<file path="src/common/lia_pkg.sv">
// Constants, encodings and carriers for the local interrupt accept unit
package lia_pkg;
  localparam int AW = 8;
  localparam logic [7:0] REG_CORE_ID = 8'h00;
  localparam logic [7:0] REG_LOG_DEST = 8'h04;
  localparam logic [7:0] REG_DEST_FMT = 8'h08;
  localparam logic [7:0] REG_CTRL = 8'h0c;
  localparam logic [7:0] REG_BCAST = 8'h10;
  localparam logic [7:0] REG_TMR_RELOAD = 8'h14;
  localparam logic [7:0] REG_TMR_CUR = 8'h18;
  localparam logic [7:0] REG_SEND = 8'h1c;
  localparam logic [7:0] REG_IRQ_STAT = 8'h20;
  localparam logic [7:0] REG_IRQ_CLR = 8'h24;
  localparam logic [7:0] REG_IRQ_EN = 8'h28;
  localparam logic [2:0] PAGE_LVT = 3'h2;
  localparam logic [2:0] PAGE_MAP = 3'h4;
  localparam int N_LVT = 6;
  localparam int N_LOC_IN = 5;
  localparam int LVT_VEC_LSB = 0;
  localparam int LVT_KIND_LSB = 8;
  localparam int LVT_STATUS_BIT = 12;
  localparam int LVT_MASK_BIT = 16;
  localparam int LVT_PERIODIC_BIT = 17;
  localparam logic [31:0] LVT_RESET = 32'h0001_0000;
  localparam logic [31:0] LVT_WMASK = 32'h0003_07ff;
  localparam int FMT_FLAT_BIT = 0;
  localparam int CTRL_HWEN_BIT = 0;
  localparam logic FMT_RESET = 1'b1;
  localparam logic HWEN_RESET = 1'b0;
  localparam logic [7:0] BCAST_RESET = 8'hff;
  localparam logic [7:0] CORE_ID_RESET = 8'h00;
  localparam logic [7:0] LOG_DEST_RESET = 8'h00;
  localparam int SEND_DM_BIT = 8;
  localparam int SEND_KIND_LSB = 9;
  localparam int SEND_VEC_LSB = 12;
  localparam int IRQ_W = 5;
  localparam int EV_ACCEPT = 0;
  localparam int EV_IGNORE = 1;
  localparam int EV_MERGE = 2;
  localparam int EV_TIMER = 3;
  localparam int EV_NV = 4;
  localparam logic [7:0] FIRST_QUEUED_VEC = 8'h10;
  localparam logic [2:0] KIND_FIXED = 3'b000;
  localparam logic [2:0] KIND_LOWEST = 3'b001;
  localparam logic [2:0] KIND_SMI = 3'b010;
  localparam logic [2:0] KIND_NMI = 3'b100;
  localparam logic [2:0] KIND_INIT = 3'b101;
  localparam logic [2:0] KIND_STARTUP = 3'b110;
  localparam logic [2:0] KIND_EXT = 3'b111;
  typedef struct packed {
    logic valid;
    logic [7:0] dest;
    logic destination_mode_bit;
    logic [2:0] message_kind_field;
    logic [7:0] vector;
  } int_msg_t;
endpackage

</file>
<file path="src/hdl/local_interrupt_accept_unit.sv">
// Per-core local interrupt accept unit with timer and vector table
`timescale 1ns/1ps
module local_interrupt_accept_unit
  import lia_pkg::*;
(
  // Clock and reset
  input wire logic clk_sys,
  input wire logic resetn,
  // Register bus
  input wire logic [AW-1:0] avs_address,
  input wire logic avs_read,
  input wire logic avs_write,
  input wire logic [31:0] avs_writedata,
  input wire logic [3:0] avs_byteenable,
  output logic [31:0] avs_readdata,
  output logic avs_waitrequest,
  // Message network
  input wire int_msg_t msg_in,
  output int_msg_t msg_out,
  // Local sources
  input wire logic [N_LOC_IN-1:0] local_event,
  input wire logic reference_input_clock,
  // Core side
  output logic nv_valid,
  output logic [2:0] nv_kind,
  output logic [7:0] nv_vector,
  output logic irq
);

  logic wait_r;
  logic [31:0] rdata_r;
  logic [7:0] core_id_r;
  logic [7:0] log_dest_r;
  logic fmt_flat_r;
  logic hw_en_r;
  logic [7:0] bcast_r;
  logic [31:0] reload_r;
  logic [31:0] cur_r;
  logic [IRQ_W-1:0] stat_r;
  logic [IRQ_W-1:0] en_r;
  logic irq_r;
  logic [31:0] lvt_r [N_LVT];
  logic [N_LVT-1:0] pend_r;
  logic [255:0] map_r;
  logic [255:0] map_nxt;
  int_msg_t out_r;
  logic nv_valid_r;
  logic [2:0] nv_kind_r;
  logic [7:0] nv_vec_r;
  logic ref_s1, ref_s2, ref_s3;
  logic [N_LOC_IN-1:0] ev_s1, ev_s2, ev_s3;
  logic [31:0] rd_val;
  logic [2:0] loc_sel;

  // Bus decode
  wire req = avs_read | avs_write;
  wire take = req & wait_r;
  wire wr_fire = avs_write & ~wait_r;
  wire [31:0] be_m = {{8{avs_byteenable[3]}}, {8{avs_byteenable[2]}},
                      {8{avs_byteenable[1]}}, {8{avs_byteenable[0]}}};
  wire [31:0] wd = avs_writedata & be_m;
  wire [2:0] page = avs_address[7:5];
  wire [2:0] widx = avs_address[4:2];
  wire hit_lvt = (page == PAGE_LVT) && (widx < 3'(N_LVT));
  wire hit_map = (page == PAGE_MAP);
  wire wr_id = wr_fire && avs_address == REG_CORE_ID;
  wire wr_ld = wr_fire && avs_address == REG_LOG_DEST;
  wire wr_fmt = wr_fire && avs_address == REG_DEST_FMT;
  wire wr_ctrl = wr_fire && avs_address == REG_CTRL;
  wire wr_bc = wr_fire && avs_address == REG_BCAST;
  wire wr_rel = wr_fire && avs_address == REG_TMR_RELOAD;
  wire wr_send = wr_fire && avs_address == REG_SEND;
  wire wr_clr = wr_fire && avs_address == REG_IRQ_CLR;
  wire wr_en = wr_fire && avs_address == REG_IRQ_EN;
  wire wr_map = wr_fire && hit_map;

  function automatic logic [31:0] wmerge(input logic [31:0] old,
                                         input logic [31:0] m);
    wmerge = (old & ~m) | (avs_writedata & m);
  endfunction

  // Destination matching of arriving messages
  wire [7:0] dst = msg_in.dest;
  wire m_bc = dst == bcast_r;
  wire m_phys = ~msg_in.destination_mode_bit && dst == core_id_r;
  wire m_flat = |(dst & log_dest_r);
  wire m_clus = (dst[7:4] == log_dest_r[7:4]) &&
                |(dst[3:0] & log_dest_r[3:0]);
  wire m_log = msg_in.destination_mode_bit &&
               (fmt_flat_r ? m_flat : m_clus);
  wire addressed = msg_in.valid && (m_bc || m_phys || m_log);

  function automatic logic allowed(input logic [2:0] k, input logic en);
    allowed = en || k == KIND_SMI || k == KIND_NMI ||
              k == KIND_INIT || k == KIND_EXT;
  endfunction

  function automatic logic is_nv(input logic [2:0] k);
    is_nv = k == KIND_SMI || k == KIND_NMI || k == KIND_INIT ||
            k == KIND_STARTUP || k == KIND_EXT;
  endfunction

  wire [2:0] mk = msg_in.message_kind_field;
  wire accept = addressed && allowed(mk, hw_en_r);

  // Local source selection, lowest entry first
  always_comb begin
    loc_sel = 3'h0;
    for (int i = N_LVT - 1; i >= 0; i--) begin
      if (pend_r[i]) begin
        loc_sel = 3'(i);
      end
    end
  end

  wire [31:0] loc_e = lvt_r[loc_sel];
  wire [2:0] loc_kind = loc_e[LVT_KIND_LSB +: 3];
  wire [7:0] loc_vec = loc_e[LVT_VEC_LSB +: 8];
  // Arriving messages have no back-pressure, so local ones wait
  wire local_go = ~msg_in.valid && |pend_r;
  // Table entries only carry the four generalized kinds
  wire loc_ok = allowed(loc_kind, hw_en_r) &&
                (loc_kind == KIND_FIXED || loc_kind == KIND_SMI ||
                 loc_kind == KIND_NMI || loc_kind == KIND_EXT);

  // Unified delivery path, arriving fields untouched
  wire del_valid = accept || (local_go && loc_ok);
  wire [2:0] del_kind = msg_in.valid ? mk : loc_kind;
  wire [7:0] del_vec = msg_in.valid ? msg_in.vector : loc_vec;
  wire del_vect = del_kind == KIND_FIXED || del_kind == KIND_LOWEST;
  wire set_vec = del_valid && del_vect &&
                 del_vec >= FIRST_QUEUED_VEC;
  wire nv_fire = del_valid && is_nv(del_kind);
  wire merged = set_vec && map_r[del_vec];

  // Reference clock crossing; each edge is one 2x tick
  wire tick = ref_s2 ^ ref_s3;
  wire periodic = lvt_r[0][LVT_PERIODIC_BIT];
  wire tmr_exp = tick && cur_r == 32'h1 && ~wr_rel;
  wire [N_LOC_IN-1:0] loc_rise = ev_s2 & ~ev_s3;
  wire [N_LVT-1:0] src_evt = {loc_rise, tmr_exp};

  wire [IRQ_W-1:0] evts;
  assign evts[EV_ACCEPT] = del_valid;
  assign evts[EV_IGNORE] = msg_in.valid && ~addressed;
  assign evts[EV_MERGE] = merged;
  assign evts[EV_TIMER] = tmr_exp;
  assign evts[EV_NV] = nv_fire;

  always_ff @(posedge clk_sys or negedge resetn) begin
    if (!resetn) begin
      ref_s1 <= 1'b0;
      ref_s2 <= 1'b0;
      ref_s3 <= 1'b0;
      ev_s1 <= '0;
      ev_s2 <= '0;
      ev_s3 <= '0;
    end else begin
      ref_s1 <= reference_input_clock;
      ref_s2 <= ref_s1;
      ref_s3 <= ref_s2;
      ev_s1 <= local_event;
      ev_s2 <= ev_s1;
      ev_s3 <= ev_s2;
    end
  end

  // Bus handshake: one wait cycle, then a single-cycle ack
  always_ff @(posedge clk_sys or negedge resetn) begin
    if (!resetn) begin
      wait_r <= 1'b1;
      rdata_r <= 32'h0;
    end else begin
      wait_r <= ~take;
      if (take && avs_read) begin
        rdata_r <= rd_val;
      end
    end
  end

  always_comb begin
    rd_val = 32'h0;
    if (hit_map) begin
      rd_val = map_r[32 * widx +: 32];
    end else if (hit_lvt) begin
      rd_val = lvt_r[widx];
      rd_val[LVT_STATUS_BIT] = pend_r[widx];
    end else if (avs_address == REG_CORE_ID) begin
      rd_val = {24'h0, core_id_r};
    end else if (avs_address == REG_LOG_DEST) begin
      rd_val = {24'h0, log_dest_r};
    end else if (avs_address == REG_DEST_FMT) begin
      rd_val = {31'h0, fmt_flat_r};
    end else if (avs_address == REG_CTRL) begin
      rd_val = {31'h0, hw_en_r};
    end else if (avs_address == REG_BCAST) begin
      rd_val = {24'h0, bcast_r};
    end else if (avs_address == REG_TMR_RELOAD) begin
      rd_val = reload_r;
    end else if (avs_address == REG_TMR_CUR) begin
      rd_val = cur_r;
    end else if (avs_address == REG_IRQ_STAT) begin
      rd_val = {{(32 - IRQ_W){1'b0}}, stat_r};
    end else if (avs_address == REG_IRQ_EN) begin
      rd_val = {{(32 - IRQ_W){1'b0}}, en_r};
    end
  end

  // Configuration registers
  always_ff @(posedge clk_sys or negedge resetn) begin
    if (!resetn) begin
      core_id_r <= CORE_ID_RESET;
      log_dest_r <= LOG_DEST_RESET;
      fmt_flat_r <= FMT_RESET;
      hw_en_r <= HWEN_RESET;
      bcast_r <= BCAST_RESET;
      en_r <= '0;
    end else begin
      if (wr_id && avs_byteenable[0]) core_id_r <= wd[7:0];
      if (wr_ld && avs_byteenable[0]) log_dest_r <= wd[7:0];
      if (wr_fmt && avs_byteenable[0]) fmt_flat_r <= wd[FMT_FLAT_BIT];
      if (wr_ctrl && avs_byteenable[0]) hw_en_r <= wd[CTRL_HWEN_BIT];
      if (wr_bc && avs_byteenable[0]) bcast_r <= wd[7:0];
      if (wr_en && avs_byteenable[0]) en_r <= wd[IRQ_W-1:0];
    end
  end

  // Timer; rate tied to the reference clock, not the core clock
  always_ff @(posedge clk_sys or negedge resetn) begin
    if (!resetn) begin
      reload_r <= 32'h0;
      cur_r <= 32'h0;
    end else if (wr_rel) begin
      reload_r <= wmerge(reload_r, be_m);
      cur_r <= wmerge(reload_r, be_m);
    end else if (tmr_exp && periodic) begin
      cur_r <= reload_r;
    end else if (tick && cur_r != 32'h0) begin
      cur_r <= cur_r - 32'h1;
    end
  end

  // Vector table entries and their pending status
  for (genvar g = 0; g < N_LVT; g++) begin : g_lvt
    wire wr_e = wr_fire && hit_lvt && widx == 3'(g);
    wire dlv = local_go && loc_sel == 3'(g);
    wire raise = src_evt[g] && ~lvt_r[g][LVT_MASK_BIT];
    always_ff @(posedge clk_sys or negedge resetn) begin
      if (!resetn) begin
        lvt_r[g] <= LVT_RESET;
        pend_r[g] <= 1'b0;
      end else begin
        if (wr_e) begin
          lvt_r[g] <= wmerge(lvt_r[g], be_m & LVT_WMASK);
        end
        // New event wins over the delivery clear
        pend_r[g] <= raise | (pend_r[g] & ~dlv);
      end
    end
  end

  // Request bitmap; set wins over software clear
  always_comb begin
    map_nxt = map_r;
    if (wr_map) begin
      map_nxt[32 * widx +: 32] = map_r[32 * widx +: 32] & ~wd;
    end
    if (set_vec) begin
      map_nxt[del_vec] = 1'b1;
    end
  end

  always_ff @(posedge clk_sys or negedge resetn) begin
    if (!resetn) begin
      map_r <= '0;
    end else begin
      map_r <= map_nxt;
    end
  end

  // Non-vectored hand-off, outgoing messages, interrupt status
  always_ff @(posedge clk_sys or negedge resetn) begin
    if (!resetn) begin
      nv_valid_r <= 1'b0;
      nv_kind_r <= 3'h0;
      nv_vec_r <= 8'h0;
      out_r <= '0;
      stat_r <= '0;
      irq_r <= 1'b0;
    end else begin
      nv_valid_r <= nv_fire;
      if (nv_fire) begin
        nv_kind_r <= del_kind;
        nv_vec_r <= del_vec;
      end
      out_r.valid <= wr_send;
      if (wr_send) begin
        out_r.dest <= avs_writedata[7:0];
        out_r.destination_mode_bit <= avs_writedata[SEND_DM_BIT];
        out_r.message_kind_field <= avs_writedata[SEND_KIND_LSB +: 3];
        out_r.vector <= avs_writedata[SEND_VEC_LSB +: 8];
      end
      stat_r <= evts | (stat_r & ~(wr_clr ? wd[IRQ_W-1:0] : '0));
      irq_r <= |(stat_r & en_r);
    end
  end

  assign avs_waitrequest = wait_r;
  assign avs_readdata = rdata_r;
  assign msg_out = out_r;
  assign nv_valid = nv_valid_r;
  assign nv_kind = nv_kind_r;
  assign nv_vector = nv_vec_r;
  assign irq = irq_r;
endmodule

</file>
<file path="config.mk">
export PLATFORM = sky130hd
export DESIGN_NAME = local_interrupt_accept_unit
export DESIGN_NICKNAME = d
export VERILOG_FILES = /design/src/common/lia_pkg.sv /design/src/hdl/local_interrupt_accept_unit.sv
export SDC_FILE = /design/constraint.sdc
export NUM_CORES = 1
export LEC_CHECK = 0
export BUFFER_PORTS_ARGS = -buffer_cell sky130_fd_sc_hd__buf_2
export CAP_MARGIN = 40
export CORE_MARGIN = 1.5
export CORE_UTILIZATION = 40
export DETAILED_ROUTE_END_ITERATION = 8
export PLACE_DENSITY = 0.63
export SYNTH_ARGS = -nofsm -noshare
export SYNTH_HDL_FRONTEND = slang
export SYNTH_SLANG_ARGS = --single-unit
</file>
<file path="constraint.sdc">
create_clock -name clk_sys -period 4.55 [get_ports clk_sys]
set_input_delay 0.2275 -clock clk_sys [delete_from_list [all_inputs] [get_ports clk_sys]]
set_output_delay 0.2275 -clock clk_sys [all_outputs]
set_load 0.02 [all_outputs]
</file>
# Yosys cells after proc, flatten, opt, wreduce, memory -nomap -nowiden

Cells that the tools add are included.

Add/subtract/negate cells: 2
Order comparisons: 7
Bitwise gates (word level): 65
Shift operators: 3
Reduce and logical (&&, ||, !) cells: 85
Muxes and demuxes: 39
Eq/ne operators: 40

Operators by type and width:

| cell                                                     | count |
|---|---|
| two-way mux 256 bit                                      | 2 |
| two-way mux 32 bit                                       | 14 |
| AND 32 bit                                               | 9 |
| bitwise mux 256 bit                                      | 1 |
| OR 256 bit                                               | 1 |
| variable shift 32 x 34 -> 256 bit (first input constant) | 1 |
| variable part select 256 x 9 -> 32 bit                   | 1 |
| variable part select 32 x 34 -> 256 bit                  | 1 |
| OR 32 bit                                                | 7 |
| binary-select mux 32 bit (select 3 bit)                  | 2 |
| NOT 32 bit                                               | 2 |
| logical AND 1 bit                                        | 55 |
| == test 3 bit (second input constant)                    | 15 |
| negation 8 -> 34 bit                                     | 1 |
| AND 32 x 18 -> 32 bit                                    | 1 |
| == test 32 x 1 -> 1 bit (second input constant)          | 1 |
| == test 8 x 5 -> 1 bit (second input constant)           | 4 |
| NOT 18 -> 32 bit                                         | 1 |
| nonzero test 32 bit                                      | 1 |
| subtractor 32 x 1 -> 32 bit (second input constant)      | 1 |
| == test 3 x 2 -> 1 bit (second input constant)           | 8 |
| == test 8 x 6 -> 1 bit (second input constant)           | 3 |
| two-way mux 11 bit                                       | 2 |
| two-way mux 3 bit                                        | 7 |
| other kinds (35)                                         | 100 |

Bits in registers: 639
Output and inout bits: 67
Bits of input ports: 75

# Logic depth before layout (Yosys ltp)

Depth after elaboration: 22
Gate-level depth with buffers: 15

# Least setup slack after synthesis

OpenSTA, ideal clock, no wires.

Path type: input-to-reg
From: input port avs_address[2]
To: register map_r[136]
Cell stages on the path: 10
Library setup time: 0.126 ns
Path slack: 1.044 ns
Arrival: 3.379 ns
Cells stage by stage: clkbuf_1 -> clkbuf_1 -> clkbuf_1 -> inv_1 -> ha_1 -> ha_1 -> nor4b_1 -> nand2_1 -> clkbuf_1 -> a221o_1

Word-level cells in the longest chain between the ends: 7

RTL lines:

| element                                 | RTL line                           | source |
|---|---|---|
| start: declaration                      | local_interrupt_accept_unit.sv:10  | `input wire logic [AW-1:0] avs_address,` |
| variable part select 256 x 9 -> 32 bit  | local_interrupt_accept_unit.sv:266 | `map_nxt[32 * widx +: 32] = map_r[32 * widx +: 32] & ~wd;` |
| AND 32 bit                              | local_interrupt_accept_unit.sv:266 |  |
| variable part select 32 x 34 -> 256 bit | local_interrupt_accept_unit.sv:266 |  |
| bitwise mux 256 bit *                   | local_interrupt_accept_unit.sv:266 |  |
| two-way mux 256 bit *                   | local_interrupt_accept_unit.sv:265 | `if (wr_map) begin` |
| OR 256 bit (no source line)             | --                                 |  |
| two-way mux 256 bit *                   | local_interrupt_accept_unit.sv:268 | `if (set_vec) begin` |
| net map_nxt[136]                        | local_interrupt_accept_unit.sv:45  | `logic [255:0] map_nxt;` |
| end signal: assignment                  | local_interrupt_accept_unit.sv:277 | `map_r <= map_nxt;` |
| end: declaration                        | local_interrupt_accept_unit.sv:44  | `logic [255:0] map_r;` |

Mark *: on every way through the listed nets, which the timed path passes. The rest lies on a longest branch.
A chain may end at the register's enable or synchronous reset.

# Worst setup path in the final report

From: register pend_r[5]
To: register stat_r[2]

Word-level cells in the longest chain between the ends: 22

RTL lines:

| element                                                                          | RTL line                           | source |
|---|---|---|
| start: declaration                                                               | local_interrupt_accept_unit.sv:43  | `logic [N_LVT-1:0] pend_r;` |
| start signal: indexed assignment                                                 | local_interrupt_accept_unit.sv:257 | `pend_r[g] <= raise \| (pend_r[g] & ~dlv);` |
| branches (longest 20 deep; another with binary-select mux 32 bit (select 3 bit)) | --                                 |  |
| logical AND 1 bit *                                                              | local_interrupt_accept_unit.sv:134 | `wire merged = set_vec && map_r[del_vec];` |
| OR 5 bit *                                                                       | local_interrupt_accept_unit.sv:303 | `stat_r <= evts \| (stat_r & ~(wr_clr ? wd[IRQ_W-1:0] : '0));` |
| end signal: assignment                                                           | local_interrupt_accept_unit.sv:303 |  |
| end: declaration                                                                 | local_interrupt_accept_unit.sv:39  | `logic [IRQ_W-1:0] stat_r;` |

Mark *: on every way between the ends. The select of a mux whose other input is x is not followed.

==> summary.txt <==
Clocking
  – CTS tree: built
  – Clock transition at path regs: 0.07 ns
  – Clk Latency, worst-skew pair: 0.65 ns
  – CTS Sinks: 525
  – Post-CTS Setup Repair Bufs: 0
  – CTS buffer count: 56
  – CTS root buffer: clkbuf_16
  – Post-cts gate resize count: 0
  – CTS max path bufs: 3
  – Htree depth: 2

Logic synthesis
  – Register area share after synthesis: 0.429
  – Mean Syn Cell Area: 10.4 sq um
  – Post-synth EDFFs: 0
  – Synthesized area: 30700 sq um
  – FF+latch count, synth: 525
  – Main synth FF type: dfrtp_1
  – Mapped Cells: 2939
  – Asr flop ratio synth: 1.00
  – YS warnings: 0
  – Netlist cell types: 100
  – Top cell type's share of synthesized area: 0.415
  – Area leader, netlist: dfrtp_1
  – Most common cell in the synthesized netlist: dfrtp_1
  – Largest cells by area after synthesis: dfrtp_1 41%, mux2_2 6.2%, mux4_2 6.2%, nand2_1 5.6%, o221ai_2 4.6%
  – Synth cell count leaders: 509 x dfrtp_1, 456 x nand2_1, 180 x clkbuf_1
  – Synthesized net count: 3026

Cells and area
  – Final Util: 0.463
  – Multi-input logic area: 16500 sq um
  – Filler Cells Inserted: 7025
  – Reg area: 13200 sq um
  – Finished Layout Cells: 4139
  – Share of cells above drive strength 1: 0.277
  – Synthesis-to-finish area growth: 14.7%
  – Nets: 3149

Floorplanning
  – CORE AREA: 75900 sq um
  – Die area: 78400 sq um
  – Chip Width: 280 microns
  – Rows: 101
  – Initial Util: 0.404
  – Die Y: 280 microns
  – Io pins: 142

Route
  – Routed WL per cell: 30.4 microns
  – Final wirelength: 126000 microns
  – Initial drt markers: 3675
  – Routed vias/inst: 6.61
  – Post-DRT Antenna Nets: 0
  – Residual DRC: 0
  – DRT Pass-1 Iters: 7
  – DR vias: 27400

Setup path
  – Type of origin of the critical path: flip-flop
  – Worst-path fanout max: 36
  – CP arrival: 4.93 ns
  – Critical Path RT: 5.07 ns
  – CP max-delay cell: nor2b_1
  – Crit path kind: flip-flop to flip-flop
  – Crit-path cells: nor2b_1, o21ai_0, a221oi_2, buf_4, nor2_4, buf_12, nor2_1, nand3_1, a311oi_1, a2111oi_0, a21oi_1, o31ai_1
  – Critical Path End Type: flip-flop
  – Reg-to-reg slack, setup: 0.15 ns
  – CP peak stage delay: 0.66 ns

Power
  – Leak: 14.7 nW
  – Maximum vdd ir drop: 0.000317 V
  – Pwr Total: 12.1 mW
  – Pwr Density: 344 nW/um^2

Timing
  – Period minus WS final: 4.40 ns
  – Pins Over Slew Limit: 0
  – TNS Setup: 0 ns
  – Final Skew: 0.0355 ns
  – Slew headroom: 0.379
  – Actual slew at the worst max-slew pin: 0.925 ns
  – Unrepaired setup endpoints after global routing: false
  – Final setup fails: 0
  – Final hold vios: 0
  – Fin crit share: 0.968
  – Max Freq: 227 MHz

Global route
  – First-pass GRT wire length: 183000 microns
  – Initial antenna violation count: 4
  – GR Util All Layers: 0.315
  – Vias in the first global route: 26200
  – Global route overflow: 0
  – Largest net degree at the start of global routing: 112

Status
  – Status: complete, no violations

Place
  – Number of port buffers: 141
  – GPL Wtd Cong: 1.02
  – Cell count after placement: 4002
  – DPL Wire Length: 88400 microns

Hold path
  – Hold crit path type: input pin to flip-flop

Job
  – MaxCap Viol Count: 0
## cells in the final DEF, fill, tap and decap left out, drive strengths merged, types with 31 or more instances in the layout
| cell | netlist | routed |
|---|---|---|
| a21oi | 55 | 55 |
| dlygate4sd3 | 0 | 32 |
| nand3 | 101 | 101 |
| mux2i | 69 | 69 |
| a211oi | 37 | 37 |
| o21ai | 136 | 136 |
| nor3 | 31 | 31 |
| or2 | 54 | 54 |
| a21o | 37 | 37 |
| a221o | 97 | 97 |
| mux4 | 85 | 85 |
| mux2 | 170 | 170 |
| nor2 | 182 | 182 |
| or3 | 55 | 55 |
| clkbuf | 180 | 79 |
| nand2 | 474 | 474 |
| a22oi | 58 | 58 |
| buf | 57 | 270 |
| o221ai | 157 | 157 |
| dfrtp | 509 | 509 |
## routing by layer
layer  global-route usage  up-vias  wire length (microns)
met5                    0        -                     13
met4                0.142        2                   6470
met3               0.0770      376                  13500
met2                0.482     1755                  55800
met1                0.423    13800                  49900
li1                     -    11500                      -
## final timing paths
check                                    start                      end  depth (start not counted)
setup / recovery           pend_r[5]$_DFF_PN0_      stat_r[2]$_DFF_PN0_                         12
hold / removal                avs_writedata[8]  msg_out[11]$_DFFE_PN0P_                          3
setup reg to reg           pend_r[5]$_DFF_PN0_      stat_r[2]$_DFF_PN0_                         12
hold reg to reg               ref_s1$_DFF_PN0_         ref_s2$_DFF_PN0_                          0
max in group asynchronous               resetn    cur_r[25]$_DFFE_PN0P_                          3
min in group asynchronous               resetn       ev_s1[3]$_DFF_PN0_                          2
## kinds of logic (layout without fill, tap and decap cells)
logic type,after synthesis,after routing,share of synthesized area
simple gates,1022,1022,0.162
compound gates,775,775,0.215
flops,525,525,0.429
mux,324,324,0.147
buf+inv,256,424,0.0348
xor+xnor,25,25,0.00713
fa+ha+maj,12,12,0.00489
other cells,0,2,0
## layout make-up
class	instances	area share
tap	1030	0.0366
timing repair buffer	302	0.0642
antenna	2	0.000142
clock inverter	24	0.00768
multi-input combinational	2158	0.469
inverter	19	0.00203
clock buffer	79	0.0460
sequential	525	0.374
## critical path: cells and delay by family, from the launching register on
kind	cells	cell delay [ns]
AO/OA/AOI/OAI	6	1.45
flip-flops	1	0.54
buffers and inverters	2	0.54
AND/OR/NAND/NOR	4	1.74
## power by group
group          switching [mW]  internal, mW
clock                    2.08          2.71
sequential              0.287          4.92
combinational            1.41         0.708
## metrics by stage
step / area, sq um / hold slack, ns / worst slack (ns)
final: 35200 / 0.0407 / 0.146
after global routing: 35200 / 0.0165 / 0.225
after CTS: 35200 / 0.00157 / 0.433
after detailed placement: 33000 / 0.337 / 0.454
after global placement: 32800 / 0.336 / 0.307
after floorplan: 30700 / -0.0681 / 1.04
## what timing repair did
item                       in CTS  in global routing
hold buffers                   32                  0
hold endpoints to repair      145                  0
setup endpoints to repair       0                  0
Note: power is estimated with default switching activity, not from simulation.
